## src/hw/hrf_map.vh

```
// Overview of operation
// - only initial register reachable before initialization
// - uninitialized writes all land in initial register
// - after initialization initial register accesses ignored
// - active state reads return true register values
// - sleep reads show retained bits, others zero
// - leave reset in sleep power state
// - dma counter wrap sets sticky status bit
`ifndef HRF_MAP_VH
`define HRF_MAP_VH

// register indices; byte address is four times the index
`define HRF_IDX_MAIN_ST   10'h000
`define HRF_IDX_DEV_ST    10'h001
`define HRF_IDX_HOST_ST   10'h002
`define HRF_IDX_CPU_ST    10'h003
`define HRF_IDX_FIFO_ST   10'h004
`define HRF_IDX_MAIN_EN   10'h008
`define HRF_IDX_DEV_EN    10'h009
`define HRF_IDX_HOST_EN   10'h00a
`define HRF_IDX_CPU_EN    10'h00b
`define HRF_IDX_FIFO_EN   10'h00c
`define HRF_IDX_REV       10'h010
`define HRF_IDX_CHIP_RST  10'h011
`define HRF_IDX_PM_CTRL   10'h012
`define HRF_IDX_WAKE_HI   10'h014
`define HRF_IDX_WAKE_LO   10'h015
`define HRF_IDX_HOST_CTRL 10'h016
`define HRF_IDX_INIT_CFG  10'h07e

// implemented bits of each group status register, and of the main enable register
`define HRF_DEV_BITS      8'hbb
`define HRF_HOST_BITS     8'hfb
`define HRF_CPU_BITS      8'h83
`define HRF_FIFO_BITS     8'h87
`define HRF_MAIN_EN_BITS  8'hf1

// field positions
`define HRF_INIT_ENDIAN   10
`define HRF_INIT_BUSW     9
`define HRF_CPU_DMA_WRAP  1
`define HRF_PM_GO_SLEEP   7
`define HRF_PM_GO_ACTIVE  6
`define HRF_RST_XCVR      7
`define HRF_RST_ALL       0
`define HRF_HOST_VBUS     7

// reset values
`define HRF_RST_CHIP_RST  8'h80
`define HRF_RST_ZERO      8'h00

// power states
`define HRF_PM_SLEEP      2'b00
`define HRF_PM_WAKING     2'b01
`define HRF_PM_ACTIVE     2'b10

// bits kept visible while asleep, per register class
`define HRF_KEEP_IRQ      8'hff
`define HRF_KEEP_PM       8'hff
`define HRF_KEEP_OTHER    8'h00

`endif

```

## src/hw/hrf_regs.v

```verilog
// The APB interface to the registers was decided locally.
`timescale 1ns/100ps
`include "hrf_map.vh"

module hrf_regs #(
    parameter [7:0] REVISION = 8'h5a   // arbitrary value, stands in for the silicon code
) (
    input  wire        pclk,
    input  wire        presetn,
    input  wire        psel,
    input  wire        penable,
    input  wire        pwrite,
    input  wire [11:0] paddr,
    input  wire [31:0] pwdata,
    output wire        pready,
    output wire        pslverr,
    output wire [31:0] prdata,
    input  wire [7:0]  dev_event,
    input  wire [7:0]  host_event,
    input  wire [7:0]  cpu_event,
    input  wire [7:0]  fifo_event,
    input  wire        dma_count_wrap,
    output wire        irq,
    output wire        cpu_endian,
    output wire        host_bus_width_select,
    output wire        init_done,
    output wire [1:0]  current_power_state,
    output wire        transceiver_macro_reset,
    output wire        whole_chip_soft_reset,
    output wire        host_bus_power_enable,
    output wire [15:0] wake_timer_value
);

    // configuration and state flip-flops, then the combinational read decode
    reg        init_done_ff;      // leaves 0 once the initial register is written
    reg        endian_ff;         // captured byte order
    reg        busw_ff;           // captured bus mode
    reg [7:0]  dev_st_ff;         // device side sticky status
    reg [7:0]  host_st_ff;        // host side sticky status
    reg [7:0]  cpu_st_ff;         // processor path sticky status
    reg [7:0]  fifo_st_ff;        // queue sticky status
    reg        pm_done_ff;        // power transition done, sticky
    reg [7:0]  main_en_ff;        // main enables
    reg [7:0]  dev_en_ff;         // device side enables
    reg [7:0]  host_en_ff;        // host side enables
    reg [7:0]  cpu_en_ff;         // processor path enables
    reg [7:0]  fifo_en_ff;        // queue enables
    reg        xcvr_rst_ff;       // transceiver reset level
    reg        all_rst_ff;        // one-cycle soft reset pulse
    reg [1:0]  current_power_state_ff;       // current power state
    reg [15:0] wake_cnt_ff;       // wake-up countdown
    reg [7:0]  wake_hi_ff;        // wake timer upper byte
    reg [7:0]  wake_lo_ff;        // wake timer lower byte
    reg        vbus_en_ff;        // host bus power
    reg [31:0] prdata_ff;         // read data captured in setup
    reg [7:0]  rd_val;            // combinational read value
    reg        rd_hit;            // address maps to a register

    // reset image of the chip reset byte, so one bit can be picked without a shift
    localparam [7:0] CHIP_RST_INIT = `HRF_RST_CHIP_RST;

    wire [9:0] idx      = paddr[11:2];
    wire       setup_rd = psel & ~penable & ~pwrite;
    wire       acc      = psel & penable;
    wire       wr_acc   = acc & pwrite;
    wire       rd_acc   = acc & ~pwrite;
    wire       aligned  = (paddr[1:0] == 2'b00);
    wire [7:0] wd       = pwdata[7:0];

    // summary bits of the main status register
    wire       dev_sum  = |(dev_st_ff & dev_en_ff);
    wire       host_sum = |(host_st_ff & host_en_ff);
    wire       cpu_sum  = |(cpu_st_ff & cpu_en_ff);
    wire       fifo_sum = |(fifo_st_ff & fifo_en_ff);
    wire [7:0] main_st  = {dev_sum, host_sum, cpu_sum, fifo_sum, 3'b000, pm_done_ff};

    // write strobe per register; nothing lands before initialization
    function wr_to;
        input [9:0] i;
        begin
            wr_to = wr_acc & aligned & init_done_ff & (idx == i);
        end
    endfunction

    // clear mask for a read-clear status: only bits the reader actually saw
    function [7:0] rd_clr;
        input [9:0] i;
        begin
            rd_clr = (rd_acc & aligned & init_done_ff & (idx == i)) ? prdata_ff[7:0] : 8'h00;
        end
    endfunction

    // sticky update, a set in the clearing cycle wins
    function [7:0] sticky;
        input [7:0] cur;
        input [7:0] set;
        input [7:0] clr;
        begin
            sticky = (cur & ~clr) | set;
        end
    endfunction

    // bits that stay readable while asleep
    function [7:0] keep_mask;
        input [9:0] i;
        begin
            if (i <= `HRF_IDX_FIFO_EN)
                keep_mask = `HRF_KEEP_IRQ;
            else if (i == `HRF_IDX_PM_CTRL)
                keep_mask = `HRF_KEEP_PM;
            else
                keep_mask = `HRF_KEEP_OTHER;
        end
    endfunction

    // read decode; unmapped indices answer zero with an error
    always @* begin
        rd_val = 8'h00;
        rd_hit = 1'b1;
        if (idx == `HRF_IDX_MAIN_ST)
            rd_val = main_st;
        else if (idx == `HRF_IDX_DEV_ST)
            rd_val = dev_st_ff;
        else if (idx == `HRF_IDX_HOST_ST)
            rd_val = host_st_ff;
        else if (idx == `HRF_IDX_CPU_ST)
            rd_val = cpu_st_ff;
        else if (idx == `HRF_IDX_FIFO_ST)
            rd_val = fifo_st_ff;
        else if (idx == `HRF_IDX_MAIN_EN)
            rd_val = main_en_ff;
        else if (idx == `HRF_IDX_DEV_EN)
            rd_val = dev_en_ff;
        else if (idx == `HRF_IDX_HOST_EN)
            rd_val = host_en_ff;
        else if (idx == `HRF_IDX_CPU_EN)
            rd_val = cpu_en_ff;
        else if (idx == `HRF_IDX_FIFO_EN)
            rd_val = fifo_en_ff;
        else if (idx == `HRF_IDX_REV)
            rd_val = REVISION;
        else if (idx == `HRF_IDX_CHIP_RST)
            rd_val = {xcvr_rst_ff, 7'h00};
        else if (idx == `HRF_IDX_PM_CTRL)
            rd_val = {6'h00, current_power_state_ff};
        else if (idx == `HRF_IDX_WAKE_HI)
            rd_val = wake_hi_ff;
        else if (idx == `HRF_IDX_WAKE_LO)
            rd_val = wake_lo_ff;
        else if (idx == `HRF_IDX_HOST_CTRL)
            rd_val = {vbus_en_ff, 7'h00};
        else
            rd_hit = 1'b0;    // the write-only initial register reads as unmapped too
    end

    // read data is latched in setup, so the access phase never waits
    always @(posedge pclk or negedge presetn) begin
        if (!presetn) begin
            prdata_ff <= 32'h00000000;
        end else if (setup_rd) begin
            if (!init_done_ff || !aligned)
                prdata_ff <= 32'h00000000;
            else if (current_power_state_ff == `HRF_PM_ACTIVE)
                prdata_ff <= {24'h000000, rd_val};
            else
                prdata_ff <= {24'h000000, rd_val & keep_mask(idx)};
        end
    end

    // one-shot initial configuration capture
    always @(posedge pclk or negedge presetn) begin
        if (!presetn) begin
            init_done_ff <= 1'b0;
            endian_ff    <= 1'b0;
            busw_ff      <= 1'b0;
        end else if (wr_acc && !init_done_ff) begin
            // any address is taken as the initial register
            endian_ff    <= pwdata[`HRF_INIT_ENDIAN];
            busw_ff      <= pwdata[`HRF_INIT_BUSW];
            init_done_ff <= 1'b1;
        end
        // once set, nothing returns here, so later writes cannot touch the capture
    end

    // sticky status; a soft reset clears them like a hard one
    always @(posedge pclk or negedge presetn) begin
        if (!presetn) begin
            dev_st_ff  <= `HRF_RST_ZERO;
            host_st_ff <= `HRF_RST_ZERO;
            cpu_st_ff  <= `HRF_RST_ZERO;
            fifo_st_ff <= `HRF_RST_ZERO;
        end else if (all_rst_ff) begin
            dev_st_ff  <= `HRF_RST_ZERO;
            host_st_ff <= `HRF_RST_ZERO;
            cpu_st_ff  <= `HRF_RST_ZERO;
            fifo_st_ff <= `HRF_RST_ZERO;
        end else begin
            dev_st_ff  <= sticky(dev_st_ff, dev_event & `HRF_DEV_BITS, rd_clr(`HRF_IDX_DEV_ST));
            host_st_ff <= sticky(host_st_ff, host_event & `HRF_HOST_BITS, rd_clr(`HRF_IDX_HOST_ST));
            // free-running counter wrap only flags, the transfer goes on
            cpu_st_ff  <= sticky(cpu_st_ff,
                                 (cpu_event | {6'h00, dma_count_wrap, 1'b0}) & `HRF_CPU_BITS,
                                 rd_clr(`HRF_IDX_CPU_ST));
            fifo_st_ff <= sticky(fifo_st_ff, fifo_event & `HRF_FIFO_BITS, rd_clr(`HRF_IDX_FIFO_ST));
        end
    end

    // enables, control bytes and soft reset pulse
    always @(posedge pclk or negedge presetn) begin
        if (!presetn) begin
            main_en_ff  <= `HRF_RST_ZERO;
            dev_en_ff   <= `HRF_RST_ZERO;
            host_en_ff  <= `HRF_RST_ZERO;
            cpu_en_ff   <= `HRF_RST_ZERO;
            fifo_en_ff  <= `HRF_RST_ZERO;
            xcvr_rst_ff <= CHIP_RST_INIT[`HRF_RST_XCVR];
            all_rst_ff  <= 1'b0;
            wake_hi_ff  <= `HRF_RST_ZERO;
            wake_lo_ff  <= `HRF_RST_ZERO;
            vbus_en_ff  <= 1'b0;
        end else begin
            // the pulse self-clears; reads of that bit always show zero
            all_rst_ff <= wr_to(`HRF_IDX_CHIP_RST) & wd[`HRF_RST_ALL];
            if (all_rst_ff) begin
                main_en_ff <= `HRF_RST_ZERO;
                dev_en_ff  <= `HRF_RST_ZERO;
                host_en_ff <= `HRF_RST_ZERO;
                cpu_en_ff  <= `HRF_RST_ZERO;
                fifo_en_ff <= `HRF_RST_ZERO;
                vbus_en_ff <= 1'b0;
            end else begin
                if (wr_to(`HRF_IDX_MAIN_EN))
                    main_en_ff <= wd & `HRF_MAIN_EN_BITS;
                if (wr_to(`HRF_IDX_DEV_EN))
                    dev_en_ff <= wd & `HRF_DEV_BITS;
                if (wr_to(`HRF_IDX_HOST_EN))
                    host_en_ff <= wd & `HRF_HOST_BITS;
                if (wr_to(`HRF_IDX_CPU_EN))
                    cpu_en_ff <= wd & `HRF_CPU_BITS;
                if (wr_to(`HRF_IDX_FIFO_EN))
                    fifo_en_ff <= wd & `HRF_FIFO_BITS;
                if (wr_to(`HRF_IDX_HOST_CTRL))
                    vbus_en_ff <= wd[`HRF_HOST_VBUS];
            end
            if (wr_to(`HRF_IDX_CHIP_RST))
                xcvr_rst_ff <= wd[`HRF_RST_XCVR];
            if (wr_to(`HRF_IDX_WAKE_HI))
                wake_hi_ff <= wd;
            if (wr_to(`HRF_IDX_WAKE_LO))
                wake_lo_ff <= wd;
        end
    end

    // power state machine; wake-up waits out the wake timer in pclk cycles
    wire go_sleep  = wr_to(`HRF_IDX_PM_CTRL) & wd[`HRF_PM_GO_SLEEP];
    wire go_active = wr_to(`HRF_IDX_PM_CTRL) & wd[`HRF_PM_GO_ACTIVE];
    reg  pm_done_set;     // a transition finished this cycle

    always @(posedge pclk or negedge presetn) begin
        if (!presetn) begin
            current_power_state_ff <= `HRF_PM_SLEEP;
            wake_cnt_ff <= 16'h0000;
            pm_done_set <= 1'b0;
        end else begin
            pm_done_set <= 1'b0;
            case (current_power_state_ff)
                `HRF_PM_SLEEP: begin
                    if (go_active) begin
                        current_power_state_ff <= `HRF_PM_WAKING;
                        wake_cnt_ff <= {wake_hi_ff, wake_lo_ff};
                    end
                end
                `HRF_PM_WAKING: begin
                    if (go_sleep) begin
                        current_power_state_ff <= `HRF_PM_SLEEP;   // abort of a wake-up still completes a transition
                        pm_done_set <= 1'b1;
                    end else if (wake_cnt_ff == 16'h0000) begin
                        current_power_state_ff <= `HRF_PM_ACTIVE;
                        pm_done_set <= 1'b1;
                    end else begin
                        wake_cnt_ff <= wake_cnt_ff - 16'h0001;
                    end
                end
                `HRF_PM_ACTIVE: begin
                    if (go_sleep) begin
                        current_power_state_ff <= `HRF_PM_SLEEP;
                        pm_done_set <= 1'b1;
                    end
                end
                default: begin
                    current_power_state_ff <= `HRF_PM_SLEEP;
                end
            endcase
        end
    end

    // clear mask of a main status read; only bit 0 is sticky there
    wire [7:0] clr_main = rd_clr(`HRF_IDX_MAIN_ST);

    // power transition done flag, cleared by reading the main status; a set wins
    always @(posedge pclk or negedge presetn) begin
        if (!presetn)
            pm_done_ff <= 1'b0;
        else
            pm_done_ff <= (pm_done_ff & ~clr_main[0]) | pm_done_set;
    end

    // APB answer: zero wait states; errors for unmapped, misaligned or early reads
    assign pready  = 1'b1;
    assign pslverr = acc & (~aligned | (init_done_ff & ~pwrite & ~rd_hit)
                     | (init_done_ff & pwrite & ~rd_hit & (idx != `HRF_IDX_INIT_CFG))
                     | (~init_done_ff & ~pwrite));
    assign prdata  = prdata_ff;

    // masked interrupt, high while any enabled summary is set
    assign irq = |(main_st & main_en_ff);

    assign cpu_endian              = endian_ff;
    assign host_bus_width_select   = busw_ff;
    assign init_done               = init_done_ff;
    assign current_power_state     = current_power_state_ff;
    assign transceiver_macro_reset = xcvr_rst_ff;
    assign whole_chip_soft_reset   = all_rst_ff;
    assign host_bus_power_enable   = vbus_en_ff;
    assign wake_timer_value        = {wake_hi_ff, wake_lo_ff};

endmodule // hrf_regs

```

## config.mk

```make
export PLATFORM = sky130hd
export DESIGN_NAME = hrf_regs
export DESIGN_NICKNAME = d
export VERILOG_FILES = /design/src/hw/hrf_regs.v
export VERILOG_INCLUDE_DIRS = /design/src /design/src/hw
export SDC_FILE = /design/constraint.sdc
export NUM_CORES = 1
export LEC_CHECK = 0
export BUFFER_PORTS_ARGS = -buffer_cell sky130_fd_sc_hd__buf_2
export CAP_MARGIN = 40
export CORE_AREA = 2 2 96 121
export CTS_CLUSTER_SIZE = 12
export DETAILED_ROUTE_END_ITERATION = 8
export DIE_AREA = 0 0 98 123
export PLACE_DENSITY = 0.85
export SYNTH_ARGS = -nofsm -noshare
export SYNTH_HDL_FRONTEND = slang
export SYNTH_SLANG_ARGS = --single-unit
```

## constraint.sdc

```tcl
create_clock -name pclk -period 3.8 [get_ports pclk]
set_input_delay 0.76 -clock pclk [delete_from_list [all_inputs] [get_ports pclk]]
set_output_delay 0.76 -clock pclk [all_outputs]
set_load 0.05 [all_outputs]
```

==> results of run 1 <==
[synthesized netlist by cell type, types with 17 or more instances]
| master | n | area (µm²) |
|---|---|---|
| a21oi_1 | 65 | 325 |
| buf_4 | 25 | 188 |
| clkbuf_1 | 33 | 124 |
| dfrtp_1 | 106 | 2650 |
| inv_1 | 17 | 63.8 |
| mux2_2 | 18 | 203 |
| mux2i_1 | 20 | 200 |
| nand2_1 | 99 | 372 |
| nand2b_1 | 21 | 131 |
| nand3_1 | 24 | 120 |
| nor2_1 | 66 | 248 |
| o21ai_0 | 33 | 165 |
[path summary, 6_finish.rpt]
check / start / endpoint / slack [ps]
max: paddr[4] / pslverr / 700
min: presetn / init_done$_DFFE_PN0P_ / 390
max reg2reg: init_done$_DFFE_PN0P_ / wake_cnt_ff[14]$_DFFE_PN0P_ / 1150
min reg2reg: cpu_endian$_DFFE_PN0P_ / cpu_endian$_DFFE_PN0P_ / 510
max in group asynchronous: presetn / fifo_en_ff[1]$_DFFE_PN0P_ / 2680
min in group pclk: cpu_endian$_DFFE_PN0P_ / cpu_endian$_DFFE_PN0P_ / 510
[critical path, stage by stage]
cell and delay, ps:
buf_2 340, nor2b_1 380, a21oi_1 170, o311ai_0 330, a21oi_1 120, buf_2 230
[logic make-up after synthesis]
family | synth area share
other cells | 0.00119
fa+ha+maj | 0.00793
mux | 0.0674
simple gates | 0.213
buf+inv | 0.0674
flops | 0.424
compound gates | 0.217
xor+xnor | 0.00139
[cell type report]
class / count / area (µm²)
Timing Repair Buffer: 110 / 638
Clock inverter: 6 / 50.0
Tap cell: 135 / 169
Fill cell: 925 / 3780
Multi-Input combinational cell: 553 / 3310
Inverter: 19 / 71.3
Clock buffer: 9 / 225
Sequential cell: 107 / 2680
[registers in the layout (all words and copies together), names as in the netlist, 7 cells and up]
register     flops
wake_cnt_ff     16
cpu_st_ff        8
fifo_st_ff       8
wake_hi_ff       8
wake_lo_ff       8
host_en_ff       7
prdata           8
dev_st_ff        8
host_st_ff       8
[power by group through the flow]
| stage | clock [W] | combinational [W] | sequential, W |
|---|---|---|---|
| 2_1_floorplan | 0 | 0.000182 | 0.00119 |
| 3_3_place_gp | 0 | 0.000283 | 0.00117 |
| 3_5_place_dp | 0 | 0.000290 | 0.00117 |
| 4_1_cts | 0.000897 | 0.000291 | 0.00115 |
| 5_1_grt | 0.000945 | 0.000315 | 0.00115 |
| 6_report | 0.000904 | 0.000295 | 0.00115 |
[stage by stage]
step,cell area (µm²),util,setup WS [ps],hold WS (ps),instances
finish,7140,0.654,695,393,939
global placement,6850,0.627,698,484,923
CTS,7140,0.654,723,433,939
global route,7140,0.654,668,456,939
detailed placement,6870,0.629,648,475,924
floorplan,6400,-,255,404,744
[layer usage]
metal,vias to the layer above,part of all wire,global-route usage
li1,2737,-,-
met1,3050,0.37,0.452
met2,397,0.50,0.622
met3,76,0.080,0.0531
met4,0,0.047,0.192
met5,-,0,0
==> impl_metrics.tcl, run 1 <==
set metrics [dict create \
    post_cts_buffers 0 \
    p_sw_w 0.000679 \
    nets 886 \
    initial_core_util 0.578 \
    p_int_w 0.00167 \
    crit_arrival_ps 2340 \
    wl_per_cell_um 23.1 \
    ctsHoldBuffers 0 \
    dr.pass1.iters 8 \
    ys_seq_area_frac 0.424 \
    synth.avg_cell_area_um2 8.76 \
    power.leakage_nw 3.11 \
    cts_tree "built" \
    final_common_cell "dfrtp_1" \
    clock_latency_ps 360 \
    die-width_um 98 \
    fin_crit_sh 0.817 \
    r2r_cells 6 \
    netlist_area_mm2 0.00631 \
    drcViolationCount 0 \
    drt-total-wl_mm 21.7 \
    power_w 0.00235 \
    rsz0062_at_grt "no" \
    gp_congestion 1.01 \
    synth_cells 721 \
    relSlewSlack 0.439 \
    yosys_warnings 0 \
    final_cell_mix "106 x dfrtp_1, 99 x nand2_1, 80 x buf_2" \
    async_flop_share 1.00 \
    crit_path_end_kind "output port" \
    port_buffers 81 \
    ys_seq_elements 107 \
    io_pins 141 \
    core_mm2 0.0109 \
    hpwl_mm 16.1 \
    worstSetupPathType "input port to output port" \
    power_density_mw_per_mm2 329 \
    viasPerCell 6.67 \
    die-area_mm2 0.0121 \
    cts_buffers 9 \
    cts_resized 0 \
    clkSinkCount 107 \
    vias 6260 \
    hold_violations 0 \
    area_growth_pct 13.1 \
    overflow 0 \
    fp-row-count 43 \
    grt_usage 0.365 \
    fin_crit_ps 3100 \
    vdd_drop_max_uv 196 \
    dieHeight_um 123 \
    setup_viol 0 \
    fmax_ghz 0.322 \
    cts_root_buf "clkbuf_16" \
    ant_nets 0 \
    first_iter_violations 478 \
    start_kind "input port" \
    status "complete, no violations" \
    clk_pin_slew_ps 70 \
    ys.flop_type "dfrtp_1" \
    crit_path_max_fanout 19 \
    drv_slew 0 \
    grt_pass1_wl_mm 33.7 \
    setup_tns_ps 0 \
    worst_slew_pin_slew_ps 834 \
    critPathRequiredTime_ps 3040 \
    fin_skew_ps 7.50 \
    maxCapViolCount 0 \
    hold_path.class "input port to asynchronous set/reset pin" \
    power.share.combinational 0.126 \
    pwr-share-clk 0.385 \
    htreeDepth 3 \
    power_frac_seq 0.490 \
    drive_above_1_share 0.197 \
    first_global_vias 5965 \
    ys_types 65 \
    grt_max_degree 59 \
    synth_edf_count 0 \
    cts_buffer_depth 2 \
    sw_frac_of_total 0.289 \
    grt_antenna_before_repair 0 \
    antenna_cells 0 \
]
No activity file was read; power rests on OpenSTA's default activity.
==> run 2: changes to the inputs <==
Settings changed: CORE_AREA 2 2 96 121 to 2 2 99 125, DIE_AREA 0 0 98 123 to 0 0 101 127, PLACE_DENSITY 0.85 to 0.8.
Clock period 3.8 ns to 3.2 ns, I/O delays scaled along.
==> run 2 against run 1 <==
- total power is 21% higher
- combinational power rose by 25%
- largest cell class unchanged
- critical path depth grew 1
- sequential cell count unchanged
- via count shrank 0.73%
- setup slack got worse by 430 ps
- core utilization decreased by 2.1 points
- clock power is 22% higher
==> impl_metrics.tcl, run 2 (same netlist as run 1, synthesis figures left out) <==
set metrics [dict create \
    setup_viol 0 \
    p_sw_w 0.000812 \
    sw_frac_of_total 0.287 \
    worst_slew_pin_slew_ps 594 \
    top_register "wake_cnt_ff" \
    critPathSlowestCell "o311ai_0" \
    fin_skew_ps 8.54 \
    power_w 0.00283 \
    critPathRequiredTime_ps 2560 \
    grt_pass1_wl_mm 34.4 \
    nFillCells 998 \
    power_density_mw_per_mm2 387 \
    wl_met1_mm 8.37 \
    r2r_cells 8 \
    clkSinkCount 107 \
    htreeDepth 3 \
    slowest_delay_ps 450 \
    worstSetupPathType "input port to output port" \
    gp_congestion 0.986 \
    initial_core_util 0.546 \
    hold_violations 0 \
    crit_path_end_kind "output port" \
    cp_common_cell "buf_2" \
    crit_arrival_ps 2290 \
    cts_root_buf "clkbuf_16" \
    cts_tree "built" \
    final_common_cell "dfrtp_1" \
    nets 903 \
    drive_above_1_share 0.214 \
    ant_nets 0 \
    vias 6214 \
    fmax_ghz 0.341 \
    power_frac_seq 0.483 \
    dr.pass1.iters 5 \
    dp_cells 944 \
    port_buffers 81 \
    ctsHoldBuffers 0 \
    relSlewSlack 0.594 \
    path_cells "buf_2 > buf_12 > nor2b_1 > a21oi_1 > o311ai_0 > a21oi_2 > buf_2" \
    antenna_cells 0 \
    drcViolationCount 0 \
    pwr-share-clk 0.387 \
    start_kind "input port" \
    finalNonFillerCells 959 \
    viasPerCell 6.48 \
    crit_path_max_fanout 20 \
    clock_latency_ps 350 \
    ff_latch_area_mm2 0.00268 \
    drt-total-wl_mm 22.2 \
    route.met2.wl_mm 11.2 \
    first_iter_violations 505 \
    wl_met3_mm 1.37 \
    clk_pin_slew_ps 80 \
    fin_crit_ps 2930 \
    grt_antenna_before_repair 0 \
    area_growth_pct 15.8 \
    largest_reg_flops 16 \
    vdd_drop_max_uv 245 \
    setup_tns_ps 0 \
    grt_usage 0.355 \
    die-area_mm2 0.0128 \
    overflow 0 \
    maxCapViolCount 0 \
    cts_resized 0 \
    hpwl_mm 16.8 \
    cts_buffer_depth 2 \
    hold_path.class "input port to asynchronous set/reset pin" \
    dieHeight_um 127 \
    drv_slew 0 \
    core_mm2 0.0116 \
    grt_max_degree 66 \
    first_global_vias 6035 \
    status "complete, no violations" \
    die-width_um 101 \
    multiInputGateArea_mm2 0.00331 \
    fin_crit_sh 0.916 \
    top_layer "met4" \
    post_cts_buffers 0 \
    cts_buffers 9 \
    power.share.combinational 0.130 \
    power.leakage_nw 3.21 \
    io_pins 141 \
    final_cell_mix "106 x dfrtp_1, 99 x nand2_1, 80 x buf_2" \
    fp-row-count 44 \
    wl_per_cell_um 23.1 \
    p_int_w 0.00202 \
    rsz0062_at_grt "no" \
]
[run 2: cell types whose count changed in the layout (fill, tap and decap cells not counted), sizes merged]
cell and delta:
buf +17, clkinvlp -1, clkbuf +1
[run 2: layout make-up]
cell class / count / area share
flip-flops and latches: 107 / 0.366
multi-input cells: 553 / 0.453
inverters: 19 / 0.00976
well taps: 138 / 0.0236
repair buffers: 127 / 0.108
clock buffers: 10 / 0.0327
clock inverters: 5 / 0.00633
[run 2: per-stage QoR]
| stage | utilization | instance area, µm² | hold WS, ps | setup WS [ps] |
|---|---|---|---|---|
| 2_1_floorplan | - | 6400 | 344 | 129 |
| 3_3_place_gp | 0.607 | 7020 | 492 | 127 |
| 3_5_place_dp | 0.608 | 7030 | 494 | 294 |
| 4_1_cts | 0.632 | 7310 | 290 | 297 |
| 5_1_grt | 0.632 | 7310 | 316 | 163 |
| 6_report | 0.632 | 7310 | 266 | 267 |
[run 2: critical path, delay by kind of cell]
kind | cells | cell delay, ps
AO/OA/AOI/OAI | 3 | 690
buffers and inverters | 3 | 630
AND/OR/NAND/NOR | 1 | 320
[run 2: final timing paths]
| kind | slack, ps | endpoint | start |
|---|---|---|---|
| worst max-delay path | 270 | pslverr | paddr[2] |
| worst min-delay path | 270 | init_done$_DFFE_PN0P_ | presetn |
| worst max register to register | 600 | wake_cnt_ff[3]$_DFFE_PN0P_ | init_done$_DFFE_PN0P_ |
| worst min register to register | 510 | wake_cnt_ff[12]$_DFFE_PN0P_ | wake_cnt_ff[12]$_DFFE_PN0P_ |
| max in group asynchronous | 2170 | cpu_en_ff[0]$_DFFE_PN0P_ | presetn |
| min in group pclk | 500 | host_st_ff[6]$_DFF_PN0_ | host_event[6] |
[run 2: routing by layer]
| metal | up-vias | global-route usage |
|---|---|---|
| met3 | 77 | 0.0531 |
| met2 | 313 | 0.595 |
| met1 | 3060 | 0.440 |
| met5 | - | 0 |
| li1 | 2764 | - |
| met4 | 0 | 0.188 |
[run 2: power by group through the flow]
stage,registers (W),clock network [W],logic [W]
3_5_place_dp,0.00139,0,0.000363
5_1_grt,0.00137,0.00117,0.000396
6_report,0.00137,0.00110,0.000369
2_1_floorplan,0.00141,0,0.000216
3_3_place_gp,0.00139,0,0.000358
4_1_cts,0.00137,0.00110,0.000364
==> run 3: changes to the inputs <==
Settings changed: CORE_AREA 2 2 99 125 to 2 2 104 131, DIE_AREA 0 0 101 127 to 0 0 106 133, PLACE_DENSITY 0.8 to 0.72.
Clock period 3.2 ns to 2.5 ns, I/O delays scaled along.
==> run 3 against run 2 <==
- core utilization is 5.4 points lower
- total power rose by 32%
- via count is 0.43% higher
- non-clock buffer count up 14
- setup slack lost 170 ps
- sequential cell count stayed put
- final cell count rose by 5.0%
- register-to-register slack got worse by 440 ps
- first-iteration DRC count increased by 40%
- sequential power grew 28%
- critical path type unchanged
==> impl_metrics.tcl, run 3 (same netlist as run 1, synthesis figures left out) <==
set metrics [dict create \
    status "complete, no violations" \
    start_kind "input port" \
    cts_buffers 9 \
    vdd_drop_max_uv 376 \
    route.met2.wl_mm 11.0 \
    dp_cells 991 \
    vias 6241 \
    crit_path_max_fanout 9 \
    area_growth_pct 19.1 \
    core_mm2 0.0130 \
    holdWs_ps 171 \
    wl_met3_mm 1.48 \
    critPathSlowestCell "o41a_1" \
    htreeDepth 3 \
    maxCapViolCount 0 \
    hold_path.class "input port to asynchronous set/reset pin" \
    grt_antenna_before_repair 0 \
    power.leakage_nw 3.30 \
    relSlewSlack 0.512 \
    multiInputGateArea_mm2 0.00332 \
    fin_crit_sh 0.962 \
    worstSetupPathType "input port to output port" \
    first_iter_violations 706 \
    gp_congestion 1.01 \
    drv_slew 0 \
    fmax_ghz 0.416 \
    port_buffers 81 \
    hpwl_mm 16.7 \
    initial_core_util 0.486 \
    grt_usage 0.324 \
    setup_viol 0 \
    worst_slew_pin_slew_ps 731 \
    dieHeight_um 133 \
    drive_above_1_share 0.231 \
    top_layer "met4" \
    r2r_cells 6 \
    ant_nets 0 \
    wl_per_cell_um 21.9 \
    final_cell_mix "105 x dfrtp_1, 99 x nand2_1, 80 x buf_2" \
    grt_max_degree 59 \
    dr.pass1.iters 5 \
    antenna_cells 0 \
    slowest_delay_ps 400 \
    viasPerCell 6.20 \
    crit_arrival_ps 1910 \
    rsz0062_at_grt "no" \
    fp-row-count 47 \
    power_density_mw_per_mm2 498 \
    nFillCells 1196 \
    cts_tree "built" \
    path_cells "buf_2 > buf_4 > nand2_1 > o41a_1 > o311ai_1 > a21oi_2 > buf_2" \
    crit_path_end_kind "output port" \
    cp_common_cell "buf_2" \
    first_global_vias 6076 \
    hold_violations 0 \
    clk_pin_slew_ps 70 \
    drt-total-wl_mm 22.1 \
    cts_root_buf "clkbuf_16" \
    grt_pass1_wl_mm 34.4 \
    cp-startpoint "paddr[5]" \
    die-width_um 106 \
    ff_latch_area_mm2 0.00268 \
    placed_area_mm2 0.00720 \
    top_register "wake_cnt_ff" \
    post_cts_buffers 0 \
    r2r-end "wake_cnt_ff[7]$_DFFE_PN0P_" \
    cts_buffer_depth 2 \
    fin_skew_ps 11.2 \
    timing.rr.start "init_done$_DFFE_PN0P_" \
    clkSinkCount 107 \
    critPathRequiredTime_ps 2000 \
    finalInstanceArea_mm2 0.00752 \
    drcViolationCount 0 \
    final_common_cell "dfrtp_1" \
    r2r_slack_ps 160 \
    clock_latency_ps 370 \
    largest_reg_flops 16 \
    overflow 0 \
    fin_crit_ps 2410 \
    nets 917 \
    wl_met1_mm 8.47 \
    finalNonFillerCells 1007 \
    io_pins 141 \
    die-area_mm2 0.0141 \
]
[run 3: power breakdown]
group | internal, W | leakage [nW] | total [W] | switching, W
sequential | 0.00174 | 1.28 | 0.00175 | 0.00000783
combinational | 0.000145 | 1.87 | 0.000491 | 0.000346
clock | 0.000819 | 0.149 | 0.00150 | 0.000684
total | 0.00270 | 3.30 | 0.00374 | 0.00104
[run 3: layer usage]
metal / up-vias / global-route usage
met5: - / 0
met4: 0 / 0.170
met1: 3007 / 0.400
met3: 79 / 0.0522
li1: 2800 / -
met2: 355 / 0.543
[run 3: critical path, delay by kind of cell]
family / cells / cell delay [ps]
buffers and inverters: 3 / 640
AND/OR/NAND/NOR: 1 / 140
AO/OA/AOI/OAI: 3 / 620
[run 3: layout make-up]
class                   count  share of cell area
multi-input cells         553               0.441
flip-flops and latches    107               0.356
clock inverters             5             0.00948
repair buffers            141               0.122
well taps                 171              0.0285
inverters                  19             0.00948
clock buffers              11              0.0323
[run 3: metrics by stage]
stage | TNS (ps) | worst slack, ps | power (W) | util
6_report | 0 | 94.7 | 0.00374 | 0.579
5_1_grt | 0 | 38.4 | 0.00385 | 0.579
4_1_cts | 0 | 3.58 | 0.00375 | 0.578
3_5_place_dp | -140 | -85.3 | 0.00227 | 0.554
3_3_place_gp | -31.3 | -31.3 | 0.00226 | 0.554
2_1_floorplan | 0 | 8.31 | 0.00209 | -
[run 3: worst max path at each step]
stage	endpoint	cells past startpoint	slack, ps
4_1_cts	pslverr	7	4
5_1_grt	pslverr	7	40
3_3_place_gp	pslverr	6	-30
2_1_floorplan	pslverr	7	8
6_report	pslverr	7	90
3_5_place_dp	pslverr	6	-90
[run 3: timing repair]
action,4_1_cts,5_1_grt
cloned,0,0
resized for setup,1,1
hold buffers,0,0
setup endpoints to repair,1,1
